`src/inc/rcr_params.svh`:
```
// Offsets, field positions and reset values of the regulator control register bank
`ifndef RCR_PARAMS_SVH
`define RCR_PARAMS_SVH

// Register offsets
`define RCR_ADDR_BUCK1_CTL 8'h12
`define RCR_ADDR_BUCK2_PRI 8'h20
`define RCR_ADDR_BUCK2_SEC 8'h21
`define RCR_ADDR_BUCK2_CTL 8'h22
`define RCR_ADDR_BUCK3_PRI 8'h30
`define RCR_ADDR_BUCK3_SEC 8'h31
`define RCR_ADDR_BUCK3_CTL 8'h32
`define RCR_ADDR_BUCK4_PRI 8'h40
`define RCR_ADDR_BUCK4_SEC 8'h41
`define RCR_ADDR_BUCK4_CTL 8'h42
`define RCR_ADDR_LDO5_VOLT 8'h50
`define RCR_ADDR_LDO5_CTL 8'h51
`define RCR_ADDR_LDO6_VOLT 8'h58
`define RCR_ADDR_LDO6_CTL 8'h59

// Field positions
`define RCR_BIT_ON 7
`define RCR_BIT_MODE 2
`define RCR_BIT_IRQ_EN 1
`define RCR_BIT_OK 0
`define RCR_CODE_MSB 5

// Reset values
`define RCR_RST_CODE 6'h00
`define RCR_RST_BIT 1'b0
`define RCR_RST_BYTE 8'h00

`endif

```
`src/inc/rcr_pkg.sv`:
```
// Types and packing functions of the regulator control register bank
`default_nettype none
`include "rcr_params.svh"

package rcr_pkg;
    typedef logic [7:0] rcr_byte_type;
    typedef logic [`RCR_CODE_MSB:0] rcr_code_type;

    // Control register image, reserved bits 6..3 forced to zero
    function automatic rcr_byte_type rcr_ctl_byte(input logic on, input logic mode,
                                                  input logic irq_en, input logic ok);
        rcr_byte_type b;
        b = `RCR_RST_BYTE;
        b[`RCR_BIT_ON] = on;
        b[`RCR_BIT_MODE] = mode;
        b[`RCR_BIT_IRQ_EN] = irq_en;
        b[`RCR_BIT_OK] = ok;
        return b;
    endfunction

    // Voltage register image, reserved bits 7..6 forced to zero
    function automatic rcr_byte_type rcr_code_byte(input rcr_code_type code);
        rcr_byte_type b;
        b = `RCR_RST_BYTE;
        b[`RCR_CODE_MSB:0] = code;
        return b;
    endfunction
endpackage

`default_nettype wire

```
`src/core/rcr_top.sv`:
```
// Regulator control register bank: register port, decode and per-regulator sets
`default_nettype none
`include "rcr_params.svh"

module rcr_top (
    input wire logic I_CLK_SYS,
    input wire logic I_NRST,
    input wire rcr_pkg::rcr_byte_type I_REG_ADDR,
    input wire logic I_REG_WR,
    input wire logic I_REG_RD,
    input wire rcr_pkg::rcr_byte_type I_REG_WDATA,
    input wire logic I_VOLTAGE_BANK_SELECT_PIN,
    input wire logic [5:0] I_PWR_GOOD,
    input wire logic [5:0] I_FAULT,
    output rcr_pkg::rcr_byte_type O_REG_RDATA,
    output logic O_REG_RVALID,
    output logic [3:0] O_BUCK_EN,
    output logic [3:0] O_BUCK_PHASE,
    output logic [17:0] O_BUCK_VCODE,
    output logic [1:0] O_LDO_EN,
    output logic [1:0] O_LDO_DISCHARGE,
    output logic [11:0] O_LDO_VCODE,
    output logic O_FAULT_IRQ
);
    import rcr_pkg::*;

    localparam int NB = 3;
    localparam int NL = 2;
    localparam rcr_byte_type BUCK_PRI[NB] = '{`RCR_ADDR_BUCK2_PRI, `RCR_ADDR_BUCK3_PRI,
                                              `RCR_ADDR_BUCK4_PRI};
    localparam rcr_byte_type BUCK_SEC[NB] = '{`RCR_ADDR_BUCK2_SEC, `RCR_ADDR_BUCK3_SEC,
                                              `RCR_ADDR_BUCK4_SEC};
    localparam rcr_byte_type BUCK_CTL[NB] = '{`RCR_ADDR_BUCK2_CTL, `RCR_ADDR_BUCK3_CTL,
                                              `RCR_ADDR_BUCK4_CTL};
    localparam rcr_byte_type LDO_VOLT[NL] = '{`RCR_ADDR_LDO5_VOLT, `RCR_ADDR_LDO6_VOLT};
    localparam rcr_byte_type LDO_CTL[NL] = '{`RCR_ADDR_LDO5_CTL, `RCR_ADDR_LDO6_CTL};

    // First buck: control register only
    logic b1_on_q;
    logic b1_phase_q;
    logic b1_irq_en_q;
    logic b1_irq_q;
    logic hit_b1;
    rcr_byte_type b1_rd;

    rcr_byte_type buck_rd[NB];
    rcr_byte_type ldo_rd[NL];
    logic [NB-1:0] buck_irq;
    logic [NL-1:0] ldo_irq;
    logic [NB-1:0] buck_hit;
    logic [NL-1:0] ldo_hit;
    rcr_byte_type rd_mux;
    logic any_hit;
    logic irq_d;

    assign hit_b1 = (I_REG_ADDR == `RCR_ADDR_BUCK1_CTL);
    assign b1_rd = {8{hit_b1}} & rcr_ctl_byte(b1_on_q, b1_phase_q, b1_irq_en_q,
                                             I_PWR_GOOD[0]);

    always_ff @(posedge I_CLK_SYS) begin
        if (!I_NRST) begin
            b1_on_q <= `RCR_RST_BIT;
            b1_phase_q <= `RCR_RST_BIT;
            b1_irq_en_q <= `RCR_RST_BIT;
            b1_irq_q <= `RCR_RST_BIT;
        end else begin
            if (I_REG_WR && hit_b1) begin
                b1_on_q <= I_REG_WDATA[`RCR_BIT_ON];
                b1_phase_q <= I_REG_WDATA[`RCR_BIT_MODE];
                b1_irq_en_q <= I_REG_WDATA[`RCR_BIT_IRQ_EN];
            end
            b1_irq_q <= I_FAULT[0] & b1_irq_en_q;
        end
    end

    assign O_BUCK_EN[0] = b1_on_q;
    assign O_BUCK_PHASE[0] = b1_phase_q;

    // Dual-setpoint bucks
    for (genvar i = 0; i < NB; i++) begin : g_buck
        logic hp;
        logic hs;
        logic hc;
        rcr_byte_type pri_rd;
        rcr_byte_type sec_rd;
        rcr_byte_type ctl_rd;
        assign hp = (I_REG_ADDR == BUCK_PRI[i]);
        assign hs = (I_REG_ADDR == BUCK_SEC[i]);
        assign hc = (I_REG_ADDR == BUCK_CTL[i]);
        assign buck_hit[i] = hp | hs | hc;
        assign buck_rd[i] = ({8{hp}} & pri_rd) | ({8{hs}} & sec_rd) | ({8{hc}} & ctl_rd);
        rcr_buck_regs u_buck (
            .i_clk(I_CLK_SYS),
            .i_nrst(I_NRST),
            .i_wr_pri(I_REG_WR & hp),
            .i_wr_sec(I_REG_WR & hs),
            .i_wr_ctl(I_REG_WR & hc),
            .i_wdata(I_REG_WDATA),
            .i_bank_sel(I_VOLTAGE_BANK_SELECT_PIN),
            .i_pwr_good(I_PWR_GOOD[i+1]),
            .i_fault(I_FAULT[i+1]),
            .o_pri_rd(pri_rd),
            .o_sec_rd(sec_rd),
            .o_ctl_rd(ctl_rd),
            .o_enable(O_BUCK_EN[i+1]),
            .o_phase(O_BUCK_PHASE[i+1]),
            .o_irq(buck_irq[i]),
            .o_code(O_BUCK_VCODE[6*i +: 6])
        );
    end

    // Single-setpoint LDOs
    for (genvar j = 0; j < NL; j++) begin : g_ldo
        logic hv;
        logic hc;
        rcr_byte_type volt_rd;
        rcr_byte_type ctl_rd;
        assign hv = (I_REG_ADDR == LDO_VOLT[j]);
        assign hc = (I_REG_ADDR == LDO_CTL[j]);
        assign ldo_hit[j] = hv | hc;
        assign ldo_rd[j] = ({8{hv}} & volt_rd) | ({8{hc}} & ctl_rd);
        rcr_ldo_regs u_ldo (
            .i_clk(I_CLK_SYS),
            .i_nrst(I_NRST),
            .i_wr_volt(I_REG_WR & hv),
            .i_wr_ctl(I_REG_WR & hc),
            .i_wdata(I_REG_WDATA),
            .i_pwr_good(I_PWR_GOOD[j+4]),
            .i_fault(I_FAULT[j+4]),
            .o_volt_rd(volt_rd),
            .o_ctl_rd(ctl_rd),
            .o_enable(O_LDO_EN[j]),
            .o_discharge(O_LDO_DISCHARGE[j]),
            .o_irq(ldo_irq[j]),
            .o_code(O_LDO_VCODE[6*j +: 6])
        );
    end

    // Read selection, unmapped offsets read zero
    assign rd_mux = b1_rd | buck_rd[0] | buck_rd[1] | buck_rd[2] | ldo_rd[0] | ldo_rd[1];
    assign any_hit = hit_b1 | (|buck_hit) | (|ldo_hit);
    assign irq_d = b1_irq_q | (|buck_irq) | (|ldo_irq);

    always_ff @(posedge I_CLK_SYS) begin
        if (!I_NRST) begin
            O_REG_RDATA <= `RCR_RST_BYTE;
            O_REG_RVALID <= `RCR_RST_BIT;
            O_FAULT_IRQ <= `RCR_RST_BIT;
        end else begin
            O_REG_RVALID <= I_REG_RD;
            if (I_REG_RD) begin
                O_REG_RDATA <= any_hit ? rd_mux : `RCR_RST_BYTE;
            end
            O_FAULT_IRQ <= irq_d;
        end
    end
endmodule

`default_nettype wire

```
`src/core/rcr_buck_regs.sv`:
```
// Dual-setpoint switching regulator register set
`default_nettype none
`include "rcr_params.svh"

module rcr_buck_regs (
    input wire logic i_clk,
    input wire logic i_nrst,
    input wire logic i_wr_pri,
    input wire logic i_wr_sec,
    input wire logic i_wr_ctl,
    input wire rcr_pkg::rcr_byte_type i_wdata,
    input wire logic i_bank_sel,
    input wire logic i_pwr_good,
    input wire logic i_fault,
    output rcr_pkg::rcr_byte_type o_pri_rd,
    output rcr_pkg::rcr_byte_type o_sec_rd,
    output rcr_pkg::rcr_byte_type o_ctl_rd,
    output logic o_enable,
    output logic o_phase,
    output logic o_irq,
    output rcr_pkg::rcr_code_type o_code
);
    import rcr_pkg::*;

    rcr_code_type pri_q;
    rcr_code_type sec_q;
    logic irq_en_q;
    rcr_code_type code_d;
    logic irq_d;

    // Pin picks the active setpoint
    assign code_d = i_bank_sel ? sec_q : pri_q;
    assign irq_d = i_fault & irq_en_q;

    assign o_pri_rd = rcr_code_byte(pri_q);
    assign o_sec_rd = rcr_code_byte(sec_q);
    assign o_ctl_rd = rcr_ctl_byte(o_enable, o_phase, irq_en_q, i_pwr_good);

    always_ff @(posedge i_clk) begin
        if (!i_nrst) begin
            pri_q <= `RCR_RST_CODE;
            sec_q <= `RCR_RST_CODE;
            o_enable <= `RCR_RST_BIT;
            o_phase <= `RCR_RST_BIT;
            irq_en_q <= `RCR_RST_BIT;
            o_code <= `RCR_RST_CODE;
            o_irq <= `RCR_RST_BIT;
        end else begin
            if (i_wr_pri) begin
                pri_q <= i_wdata[`RCR_CODE_MSB:0];
            end
            if (i_wr_sec) begin
                sec_q <= i_wdata[`RCR_CODE_MSB:0];
            end
            if (i_wr_ctl) begin
                o_enable <= i_wdata[`RCR_BIT_ON];
                o_phase <= i_wdata[`RCR_BIT_MODE];
                irq_en_q <= i_wdata[`RCR_BIT_IRQ_EN];
            end
            o_code <= code_d;
            o_irq <= irq_d;
        end
    end
endmodule

`default_nettype wire

```
`src/core/rcr_ldo_regs.sv`:
```
// Single-setpoint low-dropout regulator register set
`default_nettype none
`include "rcr_params.svh"

module rcr_ldo_regs (
    input wire logic i_clk,
    input wire logic i_nrst,
    input wire logic i_wr_volt,
    input wire logic i_wr_ctl,
    input wire rcr_pkg::rcr_byte_type i_wdata,
    input wire logic i_pwr_good,
    input wire logic i_fault,
    output rcr_pkg::rcr_byte_type o_volt_rd,
    output rcr_pkg::rcr_byte_type o_ctl_rd,
    output logic o_enable,
    output logic o_discharge,
    output logic o_irq,
    output rcr_pkg::rcr_code_type o_code
);
    import rcr_pkg::*;

    logic dchg_en_q;
    logic irq_en_q;
    logic on_d;
    logic dchg_en_d;

    assign on_d = i_wr_ctl ? i_wdata[`RCR_BIT_ON] : o_enable;
    assign dchg_en_d = i_wr_ctl ? i_wdata[`RCR_BIT_MODE] : dchg_en_q;

    assign o_volt_rd = rcr_code_byte(o_code);
    assign o_ctl_rd = rcr_ctl_byte(o_enable, dchg_en_q, irq_en_q, i_pwr_good);

    always_ff @(posedge i_clk) begin
        if (!i_nrst) begin
            o_code <= `RCR_RST_CODE;
            o_enable <= `RCR_RST_BIT;
            dchg_en_q <= `RCR_RST_BIT;
            irq_en_q <= `RCR_RST_BIT;
            o_discharge <= `RCR_RST_BIT;
            o_irq <= `RCR_RST_BIT;
        end else begin
            if (i_wr_volt) begin
                o_code <= i_wdata[`RCR_CODE_MSB:0];
            end
            if (i_wr_ctl) begin
                irq_en_q <= i_wdata[`RCR_BIT_IRQ_EN];
            end
            o_enable <= on_d;
            dchg_en_q <= dchg_en_d;
            o_discharge <= dchg_en_d & ~on_d;
            o_irq <= i_fault & irq_en_q;
        end
    end
endmodule

`default_nettype wire

```
`config.mk`:
```
export PLATFORM = sky130hd
export DESIGN_NAME = rcr_top
export DESIGN_NICKNAME = d
export VERILOG_FILES = /design/src/inc/rcr_pkg.sv /design/src/core/rcr_top.sv /design/src/core/rcr_buck_regs.sv /design/src/core/rcr_ldo_regs.sv
export VERILOG_INCLUDE_DIRS = /design/src /design/src/inc
export SDC_FILE = /design/constraint.sdc
export NUM_CORES = 1
export LEC_CHECK = 0
export BUFFER_PORTS_ARGS = -buffer_cell sky130_fd_sc_hd__buf_2
export CAP_MARGIN = 20
export CORE_UTILIZATION = 52
export CTS_CLUSTER_DIAMETER = 30
export CTS_CLUSTER_SIZE = 14
export DETAILED_ROUTE_END_ITERATION = 7
export PLACE_DENSITY_LB_ADDON = 0.08
export SYNTH_ARGS = -nofsm -noshare
export SYNTH_HDL_FRONTEND = slang
export SYNTH_HIERARCHICAL = 1
export SYNTH_SLANG_ARGS = --single-unit
export TNS_END_PERCENT = 20
```
`constraint.sdc`:
```
create_clock -name I_CLK_SYS -period 1.8 [get_ports I_CLK_SYS]
set_input_delay 0.27 -clock I_CLK_SYS [delete_from_list [all_inputs] [get_ports I_CLK_SYS]]
set_output_delay 0.27 -clock I_CLK_SYS [all_outputs]
set_load 0.01 [all_outputs]
```
### Word-level counts from Yosys, hierarchy flattened

Index checks and enable logic that the tools add are counted.

| storage, ports and cells | value |
|---|---|
| bits in registers | 102 |
| latch bits | 0 |
| RAM bits | 0 |
| bits in read-only memories | 0 |
| bits of input ports | 33 |
| output and inout port bits | 52 |
| logic and storage cells | 129 |
| memories | 0 |

| cells by class | value |
|---|---|
| add/subtract/negate cells | 0 |
| multipliers | 0 |
| div/mod/pow operators | 0 |
| magnitude comparators | 0 |
| equal/unequal tests | 14 |
| shifts and indexed selects | 0 |
| mux-type cells | 8 |
| bitwise gates (word level) | 62 |
| reductions and logical operators | 5 |

Operator list:

| operator | count |
|---|---|
| 8-bit OR | 13 |
| 8-bit by 6-bit bitwise AND with 8-bit output | 8 |
| 8-bit by 7-bit equality test with 1-bit output, second input constant | 7 |
| 8-bit bitwise AND | 6 |
| 8-bit by 6-bit equality test with 1-bit output, second input constant | 6 |
| 1-bit bitwise AND | 21 |
| 6-bit 2-to-1 mux | 3 |
| 1-bit OR | 12 |
| 8-bit by 5-bit equality test with 1-bit output, second input constant | 1 |
| 8-bit 2-to-1 mux | 1 |
| 3-bit OR reduction | 2 |
| 1-bit 2-to-1 mux | 4 |
| 2-bit OR reduction | 2 |
| 1-bit inverter | 2 |
| 1-bit logical AND | 1 |

### Depth between registers and ports, before layout

Gate-level depths: netlist (run 1).

| logic depth | value |
|---|---|
| depth in word-level cells | 10 |
| gate-level depth with buffers | 9 |

### Cells and area by module

The synthesis (run 1) kept the hierarchy.

By module, submodules not included:

| module | times used | cells each | area each (um^2) | sequential area each (um^2) |
|---|---|---|---|---|
| rcr_buck_regs | 3 | 83 | 925.9 | 440.4 |
| rcr_top | 1 | 217 | 1800.5 | 280.3 |
| rcr_ldo_regs | 2 | 53 | 544.3 | 220.2 |

### Worst setup path after synthesis (run 1)

Ideal clock, no wire load.

| timing path | value |
|---|---|
| path type | input to register |
| start | input port I_REG_ADDR[0] |
| end | register g_buck[1].u_buck.pri_q[0] |
| data arrival time | 1.669 ns |
| required time | 1.684 ns |
| path slack | 0.015 ns |
| stages | 9 |
| buffers on the path | 4 |
| cells stage by stage | buf_4 -> buf_6 -> buf_6 -> nor4_1 -> nand2_1 -> nor2_1 -> buf_6 -> mux2i_1 -> nor2b_1 |

| between the ends | value |
|---|---|
| word-level cells in the longest chain between the ends | 2 |

Ends and longest elaborated chain:

| what | line | source |
|---|---|---|
| start: declaration | rcr_top.sv:8 | `input wire rcr_pkg::rcr_byte_type I_REG_ADDR,` |
| 8-bit by 6-bit equality test with 1-bit output | rcr_top.sv:87 | `assign hp = (I_REG_ADDR == BUCK_PRI[i]);` |
| 1-bit bitwise AND | rcr_top.sv:95 | `.i_wr_pri(I_REG_WR & hp),` |
| end signal: assignment | rcr_buck_regs.sv:41 | `` pri_q <= `RCR_RST_CODE; `` |
| end signal: assignment | rcr_buck_regs.sv:50 | `` pri_q <= i_wdata[`RCR_CODE_MSB:0]; `` |
| end: declaration | rcr_buck_regs.sv:25 | `rcr_code_type pri_q;` |

Every way passes these cells.
A chain may end at the register's enable or synchronous reset.

### Worst setup path in the final report (run 1)

| timing path | value |
|---|---|
| start | input port I_REG_ADDR[4] |
| end | register O_REG_RDATA[2] |

| between the ends | value |
|---|---|
| word-level cells in the longest chain between the ends | 10 |
| elaborated cells between the ends (all ways) | 54 |

Ends and longest elaborated chain:

| what | line | source |
|---|---|---|
| 8-bit by 6-bit equality test with 1-bit output, on equally long branches | rcr_top.sv:87, rcr_top.sv:88 |  |
| 8-bit by 6-bit bitwise AND with 8-bit output | rcr_top.sv:91 | `assign buck_rd[i] = ({8{hp}} & pri_rd) \| ({8{hs}} & sec_rd) \| ({8{hc}} & ctl_rd);` |
| 8-bit OR (2 in a row) | rcr_top.sv:91 |  |
| 8-bit OR (5 in a row) | rcr_top.sv:140 | `assign rd_mux = b1_rd \| buck_rd[0] \| buck_rd[1] \| buck_rd[2] \| ldo_rd[0] \| ldo_rd[1];` |
| 8-bit 2-to-1 mux (no source line) (*) | n/a |  |
| end signal: assignment | rcr_top.sv:146 | `` O_REG_RDATA <= `RCR_RST_BYTE; `` |
| end signal: assignment | rcr_top.sv:152 | `` O_REG_RDATA <= any_hit ? rd_mux : `RCR_RST_BYTE; `` |
| end: declaration | rcr_top.sv:15 | `output rcr_pkg::rcr_byte_type O_REG_RDATA,` |

Mark *: on every way between the ends. The rest lies on a longest branch, timed or not.

==> metrics.txt, run 1 <==
# TYPE chip_impl_metric gauge
chip_impl_info{name="synth_top_flop_cell",value="sky130_fd_sc_hd__dfxtp_1"} 1
chip_impl_metric{name="grt.total_usage",unit="%"} 26.3
chip_impl_metric{name="final-setup-viol-count",unit=""} 0
chip_impl_metric{name="cap_viol_max_count",unit=""} 0
chip_impl_metric{name="fin_worst_skew",unit="ns"} 0.0150
chip_impl_metric{name="final_net_count",unit=""} 664
chip_impl_metric{name="globalRouteOverflowTotal",unit=""} 0
chip_impl_metric{name="final_critical_delay_including_setup_and_external_delays",unit="ns"} 1.64
chip_impl_metric{name="post_synth_num_cell_types",unit=""} 51
chip_impl_metric{name="max_slew.worst_pin.slew",unit="ns"} 0.903
chip_impl_metric{name="grt_first_pass_wirelength",unit="microns"} 22300
chip_impl_metric{name="p_seq_share",unit="%"} 56.8
chip_impl_info{name="outcome",value="finished, final reports clean"} 1
chip_impl_metric{name="synthToLayoutAreaGrowth",unit="%"} 6.80
chip_impl_metric{name="syn-cell-area",unit="sq mm"} 0.00567
chip_impl_metric{name="synth_warnings",unit=""} 6
chip_impl_metric{name="die_y",unit="microns"} 106
chip_impl_metric{name="dp_hpwl",unit="microns"} 10600
chip_impl_metric{name="cts_buffers",unit=""} 9
chip_impl_info{name="yosys.cell_count.top_type",value="sky130_fd_sc_hd__dfxtp_1"} 1
chip_impl_metric{name="dr.pass1.iters",unit=""} 5
chip_impl_metric{name="worstSkewPairLatency",unit="ns"} 0.38
chip_impl_metric{name="via_count_of_the_first_global_routing_pass",unit=""} 4019
chip_impl_metric{name="worst-endpoint-arrival",unit="ns"} 1.90
chip_impl_info{name="top_area_cells_in_the_synthesized_netlist",value="sky130_fd_sc_hd__dfxtp_1 (36%), sky130_fd_sc_hd__mux2i_1 (18%), sky130_fd_sc_hd__buf_4 (10%), sky130_fd_sc_hd__nor2b_1 (10%), sky130_fd_sc_hd__buf_6 (3.2%)"} 1
chip_impl_metric{name="cts-resized-gates",unit=""} 0
chip_impl_metric{name="max_freq",unit="MHz"} 610
chip_impl_metric{name="num_vias",unit=""} 4180
chip_impl_metric{name="sw_frac_of_total",unit="%"} 26.3
chip_impl_metric{name="worst_setup_margin",unit="ns"} 0.160
chip_impl_metric{name="io-pin-count",unit=""} 85
chip_impl_metric{name="clock-sinks",unit=""} 102
chip_impl_metric{name="num-fill-cells",unit=""} 992
chip_impl_metric{name="power.clock.fraction",unit="%"} 33.5
chip_impl_metric{name="die_area",unit="sq mm"} 0.0113
chip_impl_metric{name="reg2reg_depth",unit=""} 4
chip_impl_metric{name="post_route_fraction_of_the_period_consumed_by_the_critical_path",unit="%"} 91.1
chip_impl_metric{name="clk_pin_slew_worst_paths",unit="ns"} 0.11
chip_impl_info{name="r2r-start",value="g_buck[1].u_buck/pri_q[2]"} 1
chip_impl_metric{name="synthesis.area_per_instance",unit="sq um"} 9.91
chip_impl_metric{name="place_area",unit="sq mm"} 0.00588
chip_impl_metric{name="drive_gt1_share",unit="%"} 25.2
chip_impl_metric{name="core.rowCount",unit=""} 37
chip_impl_metric{name="post-route-cell-area",unit="sq mm"} 0.00605
chip_impl_metric{name="initial_utilization",unit="%"} 54.2
chip_impl_metric{name="synth_edf_count",unit=""} 0
chip_impl_metric{name="initialDrtViolationCount",unit=""} 248
chip_impl_info{name="worstPathCellList",value="buf_2, buf_4, mux2_2, a222oi_1, o22a_1, a22oi_2"} 1
chip_impl_metric{name="cts.path.max_buffers",unit=""} 2
chip_impl_info{name="endpoint_of_the_lowest_slack_register_to_register_path",value="O_REG_RDATA[2]"} 1
chip_impl_metric{name="worstPathMaxFanout",unit=""} 30
chip_impl_metric{name="crit_path_max_incr_delay",unit="ns"} 0.47
chip_impl_metric{name="antenna_found_initial",unit=""} 0
chip_impl_info{name="slowest_cell_on_crit_path",value="sky130_fd_sc_hd__a222oi_1"} 1
chip_impl_info{name="worst_setup_path_endpoint",value="O_REG_RDATA[2]"} 1
chip_impl_info{name="worstSetupPathType",value="input pin to register"} 1
chip_impl_metric{name="drc",unit=""} 0
chip_impl_metric{name="power.density_cell_area",unit="mW/mm^2"} 658
chip_impl_info{name="timing.hold.worst.class",value="input pin to register"} 1
chip_impl_metric{name="fin_total_pwr",unit="uW"} 3980
chip_impl_metric{name="ctsHtreeMaxLevel",unit=""} 3
chip_impl_metric{name="p_leak",unit="uW"} 0.00238
chip_impl_info{name="timing.critical_path.from",value="I_REG_ADDR[4]"} 1
chip_impl_metric{name="synth_seq_cells",unit=""} 102
chip_impl_metric{name="drt-vias-per-instance",unit=""} 5.41
chip_impl_metric{name="antenna_violating_nets_post_route",unit=""} 0
chip_impl_metric{name="power.combinational.fraction",unit="%"} 9.7
chip_impl_metric{name="internal_power",unit="uW"} 2930
chip_impl_metric{name="cp.required",unit="ns"} 2.06
chip_impl_info{name="critPathLaunchType",value="input pin"} 1
chip_impl_metric{name="num_antenna_cells",unit=""} 0
chip_impl_metric{name="port_buffers",unit=""} 83
chip_impl_info{name="synth_top_cells_by_count",value="sky130_fd_sc_hd__dfxtp_1 (102), sky130_fd_sc_hd__mux2i_1 (101), sky130_fd_sc_hd__nor2b_1 (92)"} 1
chip_impl_metric{name="synth-async-reset-ratio",unit="%"} 0
chip_impl_metric{name="max_slew_violation_total_from_the_final_report",unit=""} 0
chip_impl_metric{name="total_area_of_multi_input_combinational_cells",unit="sq mm"} 0.00290
chip_impl_info{name="synthDominantAreaCellType",value="sky130_fd_sc_hd__dfxtp_1"} 1
chip_impl_metric{name="postCtsSetupBuffers",unit=""} 0
chip_impl_metric{name="maxSlewHeadroom",unit="%"} 39.0
chip_impl_metric{name="power.switching",unit="uW"} 1050
chip_impl_metric{name="synth-seq-area-share",unit="%"} 36.0
chip_impl_info{name="unrepaired_setup_endpoints_after_global_routing",value="false"} 1
chip_impl_metric{name="r2r_setup_slack",unit="ns"} 0.29
chip_impl_metric{name="wire_per_inst",unit="microns"} 18.5
chip_impl_metric{name="pin_count_of_the_biggest_net_entering_global_routing",unit=""} 91
chip_impl_metric{name="syn-instance-count",unit=""} 572
chip_impl_info{name="end_kind",value="register"} 1
chip_impl_metric{name="drt-total-wl",unit="microns"} 14300
chip_impl_metric{name="worst_hold_slack",unit="ns"} 0.115
chip_impl_metric{name="ff_latch_area",unit="sq mm"} 0.00204
chip_impl_info{name="tritoncts",value="yes"} 1
chip_impl_metric{name="floorplan.die.width",unit="microns"} 106
chip_impl_metric{name="gp_congestion",unit=""} 0.918
chip_impl_metric{name="ir_worst_vdd",unit="mV"} 0.321
chip_impl_metric{name="core_area",unit="sq mm"} 0.0105
chip_impl_metric{name="postCtsHoldBufs",unit=""} 0
chip_impl_info{name="root_buffer",value="sky130_fd_sc_hd__clkbuf_8"} 1
chip_impl_metric{name="yosysTopAreaCellShare",unit="%"} 36.0
chip_impl_metric{name="timing.final.hold_violations",unit=""} 0
chip_impl_metric{name="pre_cts_ws",unit="ns"} -0.230
-- final cells by class --
cell class	count	area share, %
inverters	3	0.186
multi-input cells	391	48.0
repair buffers	124	12.5
clock buffers	12	2.23
well taps	136	2.81
clock inverters	4	0.538
flip-flops and latches	102	33.7
-- how the worst min path moves through the flow --
stage	from	end	slack, ns	depth (start not counted)
global placement	g_ldo[1].u_ldo/o_irq	O_FAULT_IRQ	0.45	1
detailed placement	O_REG_RDATA[4]	O_REG_RDATA[4]	0.46	2
global route	I_FAULT[2]	g_buck[1].u_buck/o_irq	0.11	2
finish	I_FAULT[0]	b1_irq_q	0.12	2
floorplan	I_NRST	O_FAULT_IRQ	0.40	1
CTS	I_FAULT[5]	g_ldo[1].u_ldo/o_irq	0.11	2
-- metal layers --
layer,GRT usage [%],wire (microns),vias to the layer above
met4,10.9,441,0
met1,32.8,6270,1996
met5,0,0,-
met2,44.7,7010,126
met3,4.17,564,30
li1,-,-,2028
-- critical path: cells and delay by family --
| kind | cells | cell delay (ns) |
|---|---|---|
| buffers and inverters | 2 | 0.45 |
| AO/OA/AOI/OAI | 3 | 0.76 |
| multiplexers | 1 | 0.42 |
-- sequential cells by signal, summed over array words and instances (netlist names), 3 cells and up --
signal / cells
g_buck.u_buck/irq_en_q: 3
O_REG_RDATA: 8
g_ldo.u_ldo/o_code: 12
g_buck.u_buck/o_enable: 3
g_buck.u_buck/o_irq: 3
g_buck.u_buck/pri_q: 18
g_buck.u_buck/sec_q: 18
g_buck.u_buck/o_phase: 3
g_buck.u_buck/o_code: 18
-- per-stage QoR --
step | TNS (ns) | std cells | util, %
3_5_place_dp | -3.78 | 756 | 56.2
3_3_place_gp | -3.90 | 755 | 56.2
6_report | 0 | 772 | 57.8
4_1_cts | 0 | 772 | 57.8
2_1_floorplan | 0 | 603 | -
5_1_grt | 0 | 772 | 57.8
-- cell usage in the layout, fill, tap and decap left out, types with 12 or more instances in the layout --
cell type,instances
sky130_fd_sc_hd__nor2b_1,92
sky130_fd_sc_hd__mux2i_1,101
sky130_fd_sc_hd__buf_2,84
sky130_fd_sc_hd__nand2_1,22
sky130_fd_sc_hd__nor2_1,17
sky130_fd_sc_hd__buf_4,37
sky130_fd_sc_hd__dfxtp_1,102
sky130_fd_sc_hd__a22oi_1,12
sky130_fd_sc_hd__conb_1,36
-- logic make-up after synthesis --
logic type | Yosys count | share of synthesized area (%)
flops | 102 | 36.0
mux | 114 | 20.6
other cells | 5 | 0.331
buf+inv | 110 | 14.8
compound gates | 67 | 9.12
simple gates | 174 | 19.2
-- power groups by stage --
| stage | Clock [uW] | Combinational [uW] | Sequential (uW) |
|---|---|---|---|
| global route | 1460 | 415 | 2260 |
| floorplan | 0 | 301 | 2310 |
| finish | 1330 | 388 | 2260 |
| CTS | 1360 | 382 | 2260 |
| global placement | 0 | 380 | 2310 |
| detailed placement | 0 | 382 | 2310 |
Note: power is estimated with default switching activity, not from simulation.
==> run 2: changes to the inputs <==
--- a/config.mk
+++ b/config.mk
@@ -9,12 +9,12 @@
 export BUFFER_PORTS_ARGS = -buffer_cell sky130_fd_sc_hd__buf_2
 export CAP_MARGIN = 20
 export CORE_UTILIZATION = 52
+export CTS_BUF_LIST = sky130_fd_sc_hd__clkbuf_4
 export CTS_CLUSTER_DIAMETER = 30
 export CTS_CLUSTER_SIZE = 14
 export DETAILED_ROUTE_END_ITERATION = 7
 export PLACE_DENSITY_LB_ADDON = 0.08
 export SYNTH_ARGS = -nofsm -noshare
 export SYNTH_HDL_FRONTEND = slang
-export SYNTH_HIERARCHICAL = 1
 export SYNTH_SLANG_ARGS = --single-unit
 export TNS_END_PERCENT = 20
==> metrics.txt, run 2 <==
# TYPE chip_impl_metric gauge
chip_impl_metric{name="die_y",unit="microns"} 98.8
chip_impl_info{name="worstSetupPathType",value="input pin to register"} 1
chip_impl_metric{name="max_freq",unit="MHz"} 701
chip_impl_metric{name="synth_warnings",unit=""} 0
chip_impl_metric{name="maxSlewHeadroom",unit="%"} 58.3
chip_impl_metric{name="num_antenna_cells",unit=""} 0
chip_impl_metric{name="post-route-cell-area",unit="sq mm"} 0.00565
chip_impl_info{name="tritoncts",value="yes"} 1
chip_impl_info{name="worstPathCellList",value="buf_2, buf_4, nor4_2, and2_1, nand2_1, nand2_1, a21boi_0"} 1
chip_impl_metric{name="cell_count_of_the_worst_hold_path",unit=""} 2
chip_impl_metric{name="yosysTopAreaCellShare",unit="%"} 41.5
chip_impl_metric{name="ir_worst_vdd",unit="mV"} 0.471
chip_impl_metric{name="synthToLayoutAreaGrowth",unit="%"} 15.9
chip_impl_metric{name="cts_buffers",unit=""} 9
chip_impl_metric{name="post_layout_util",unit="%"} 63.5
chip_impl_metric{name="cts.path.max_buffers",unit=""} 2
chip_impl_metric{name="drt-vias-per-instance",unit=""} 5.75
chip_impl_metric{name="clock-sinks",unit=""} 101
chip_impl_metric{name="floorplan.die.width",unit="microns"} 98.8
chip_impl_metric{name="cap_viol_max_count",unit=""} 0
chip_impl_metric{name="initialDrtViolationCount",unit=""} 236
chip_impl_metric{name="max_slew_violation_total_from_the_final_report",unit=""} 0
chip_impl_info{name="reg_top3",value="g_buck.u_buck.o_code: 18 flops, g_buck.u_buck.pri_q: 18 flops, g_buck.u_buck.sec_q: 18 flops"} 1
chip_impl_info{name="critPathLaunchType",value="input pin"} 1
chip_impl_metric{name="post_route_fraction_of_the_period_consumed_by_the_critical_path",unit="%"} 79.2
chip_impl_info{name="cp_top_family",value="simple AND/OR/NAND/NOR gates"} 1
chip_impl_metric{name="wire_per_inst",unit="microns"} 17.9
chip_impl_metric{name="synth-seq-area-share",unit="%"} 41.5
chip_impl_metric{name="gp_congestion",unit=""} 0.922
chip_impl_metric{name="clk_pin_slew_worst_paths",unit="ns"} 0.17
chip_impl_metric{name="p_leak",unit="uW"} 0.00239
chip_impl_metric{name="synthesis.area_per_instance",unit="sq um"} 9.09
chip_impl_info{name="r2r-start",value="g_buck[0].u_buck.pri_q[5]"} 1
chip_impl_metric{name="cts-resized-gates",unit=""} 0
chip_impl_metric{name="grt.total_usage",unit="%"} 28.1
chip_impl_metric{name="worstSkewPairLatency",unit="ns"} 0.46
chip_impl_metric{name="fin_total_pwr",unit="uW"} 3800
chip_impl_metric{name="synth_nets",unit=""} 569
chip_impl_metric{name="r2r_setup_slack",unit="ns"} 0.44
chip_impl_info{name="final_common_cell",value="sky130_fd_sc_hd__dfxtp_1"} 1
chip_impl_metric{name="final_critical_delay_including_setup_and_external_delays",unit="ns"} 1.43
chip_impl_metric{name="drt-total-wl",unit="microns"} 13200
chip_impl_metric{name="via_count_of_the_first_global_routing_pass",unit=""} 4017
chip_impl_info{name="synth_top_flop_cell",value="sky130_fd_sc_hd__dfxtp_1"} 1
chip_impl_metric{name="cp.depth",unit=""} 7
chip_impl_metric{name="synth-async-reset-ratio",unit="%"} 0
chip_impl_metric{name="grt_first_pass_wirelength",unit="microns"} 21200
chip_impl_info{name="root_buffer",value="sky130_fd_sc_hd__clkbuf_4"} 1
chip_impl_metric{name="cp.required",unit="ns"} 2.17
chip_impl_info{name="path_common_cell",value="sky130_fd_sc_hd__nand2_1"} 1
chip_impl_metric{name="dr.pass1.iters",unit=""} 5
chip_impl_info{name="top_area_cells_in_the_synthesized_netlist",value="sky130_fd_sc_hd__dfxtp_1 (42%), sky130_fd_sc_hd__mux2i_1 (12%), sky130_fd_sc_hd__a21boi_0 (5.9%), sky130_fd_sc_hd__nor2b_1 (5.8%), sky130_fd_sc_hd__nand2_1 (5.2%)"} 1
chip_impl_info{name="end_kind",value="register"} 1
chip_impl_info{name="timing.hold.worst.class",value="input pin to register"} 1
chip_impl_info{name="outcome",value="finished, final reports clean"} 1
chip_impl_metric{name="port_buffers",unit=""} 82
chip_impl_metric{name="synth_edf_count",unit=""} 0
chip_impl_metric{name="antenna_violating_nets_post_route",unit=""} 0
chip_impl_info{name="yosys.cell_count.top_type",value="sky130_fd_sc_hd__dfxtp_1"} 1
chip_impl_info{name="final_cell_mix",value="sky130_fd_sc_hd__dfxtp_1 (101), sky130_fd_sc_hd__buf_2 (82), sky130_fd_sc_hd__nand2_1 (68), sky130_fd_sc_hd__mux2i_1 (56), sky130_fd_sc_hd__buf_4 (50)"} 1
chip_impl_metric{name="syn-instance-count",unit=""} 536
chip_impl_metric{name="ctsHtreeMaxLevel",unit=""} 3
chip_impl_metric{name="max_slew.worst_pin.slew",unit="ns"} 0.626
chip_impl_metric{name="dp_hpwl",unit="microns"} 9750
chip_impl_metric{name="power.density_cell_area",unit="mW/mm^2"} 672
chip_impl_metric{name="worst-endpoint-arrival",unit="ns"} 1.79
chip_impl_metric{name="initial_utilization",unit="%"} 54.8
chip_impl_info{name="synth_top_cells_by_count",value="sky130_fd_sc_hd__dfxtp_1 (101), sky130_fd_sc_hd__nand2_1 (68), sky130_fd_sc_hd__mux2i_1 (56)"} 1
chip_impl_metric{name="pre_cts_ws",unit="ns"} -0.123
chip_impl_metric{name="final_net_count",unit=""} 657
chip_impl_info{name="hold_end",value="g_buck[0].u_buck.o_irq"} 1
chip_impl_metric{name="num_vias",unit=""} 4239
chip_impl_metric{name="place_area",unit="sq mm"} 0.00548
chip_impl_info{name="unrepaired_setup_endpoints_after_global_routing",value="false"} 1
chip_impl_metric{name="pin_count_of_the_biggest_net_entering_global_routing",unit=""} 62
chip_impl_metric{name="final-setup-viol-count",unit=""} 0
chip_impl_info{name="synthDominantAreaCellType",value="sky130_fd_sc_hd__dfxtp_1"} 1
chip_impl_metric{name="crit_path_max_incr_delay",unit="ns"} 0.41
chip_impl_metric{name="globalRouteOverflowTotal",unit=""} 0
chip_impl_info{name="slowest_cell_on_crit_path",value="sky130_fd_sc_hd__and2_1"} 1
chip_impl_metric{name="worstPathBufferInverterCount",unit=""} 2
chip_impl_metric{name="drc",unit=""} 0
chip_impl_metric{name="fin_worst_skew",unit="ns"} 0.0173
chip_impl_metric{name="synth_seq_cells",unit=""} 101
chip_impl_metric{name="core_area",unit="sq mm"} 0.00889
chip_impl_metric{name="antenna_found_initial",unit=""} 0
chip_impl_metric{name="timing.final.hold_violations",unit=""} 0
chip_impl_metric{name="die_area",unit="sq mm"} 0.00976
chip_impl_metric{name="core.rowCount",unit=""} 34
chip_impl_info{name="endpoint_of_the_lowest_slack_register_to_register_path",value="O_REG_RDATA[5]"} 1
chip_impl_metric{name="syn-cell-area",unit="sq mm"} 0.00487
chip_impl_info{name="hp-start",value="I_FAULT[1]"} 1
chip_impl_metric{name="post_synth_num_cell_types",unit=""} 57
chip_impl_metric{name="worstPathMaxFanout",unit=""} 9
chip_impl_metric{name="io-pin-count",unit=""} 85
chip_impl_metric{name="drive_gt1_share",unit="%"} 26.1
chip_impl_metric{name="reg2reg_depth",unit=""} 5
chip_impl_metric{name="worst_setup_margin",unit="ns"} 0.374
[run 2: per-layer routing]
layer	share of wire, %	track usage (%)	vias up	wire length, microns
li1	-	-	2055	-
met1	46	38.1	2027	6090
met2	47	46.4	142	6150
met3	5.5	5.11	15	724
met4	1.5	6.66	0	198
met5	0	0	-	0
[run 2: kinds of logic (layout without fill, tap and decap cells)]
logic type | Yosys count | in the layout | synth area share (%)
AO/OA/AOI/OAI | 93 | 93 | 14.2
multiplexers | 58 | 58 | 12.0
AND/OR/NAND/NOR | 223 | 223 | 25.5
buffers and inverters | 60 | 153 | 6.73
other | 1 | 1 | 0.0770
flip-flops | 101 | 101 | 41.5
[run 2: worst max path at each step]
stage | start | to | slack [ns]
floorplan | I_REG_ADDR[5] | g_ldo[1].u_ldo.o_discharge | 0.17
CTS | I_REG_ADDR[1] | g_ldo[0].u_ldo.o_code[3] | 0.38
detailed placement | I_REG_ADDR[1] | g_ldo[0].u_ldo.o_code[3] | -0.12
finish | I_REG_ADDR[1] | g_ldo[0].u_ldo.o_code[2] | 0.37
global route | I_REG_ADDR[1] | g_ldo[0].u_ldo.o_code[3] | 0.27
global placement | I_REG_ADDR[1] | g_ldo[0].u_ldo.o_code[2] | -0.08
[run 2: stage by stage]
| stage | setup TNS [ns] | instances | hold slack (ns) |
|---|---|---|---|
| floorplan | 0 | 536 | 0.411 |
| global placement | -1.15 | 718 | 0.439 |
| detailed placement | -1.22 | 718 | 0.453 |
| CTS | 0 | 737 | 0.00670 |
| global route | 0 | 737 | 0.00927 |
| finish | 0 | 737 | 0.0269 |
[run 2: worst reg2reg max path, delay by kind of cell, from the launching register on]
| family | cells | cell delay (ns) |
|---|---|---|
| AND/OR/NAND/NOR | 1 | 0.06 |
| flip-flops | 1 | 0.38 |
| AO/OA/AOI/OAI | 3 | 0.66 |
| multiplexers | 1 | 0.13 |
[run 2: timing repair]
item                      in CTS  in global routing
setup buffers                  0                  0
hold buffers                   3                  0
hold endpoints to repair       3                  0
[run 2: power breakdown]
| part | internal (uW) | total (uW) | switching (uW) |
|---|---|---|---|
| logic | 157 | 361 | 204 |
| clock network | 341 | 1190 | 851 |
| registers | 2240 | 2240 | 2.22 |
| total | 2740 | 3800 | 1060 |
[run 2: final cells by class]
class	instances	area [sq um]
clock buffers	10	75.1
clock inverters	6	63.8
fillers	824	3240
inverters	2	7.51
multi-input cells	375	2530
flip-flops and latches	101	2020
well taps	108	135
repair buffers	135	816
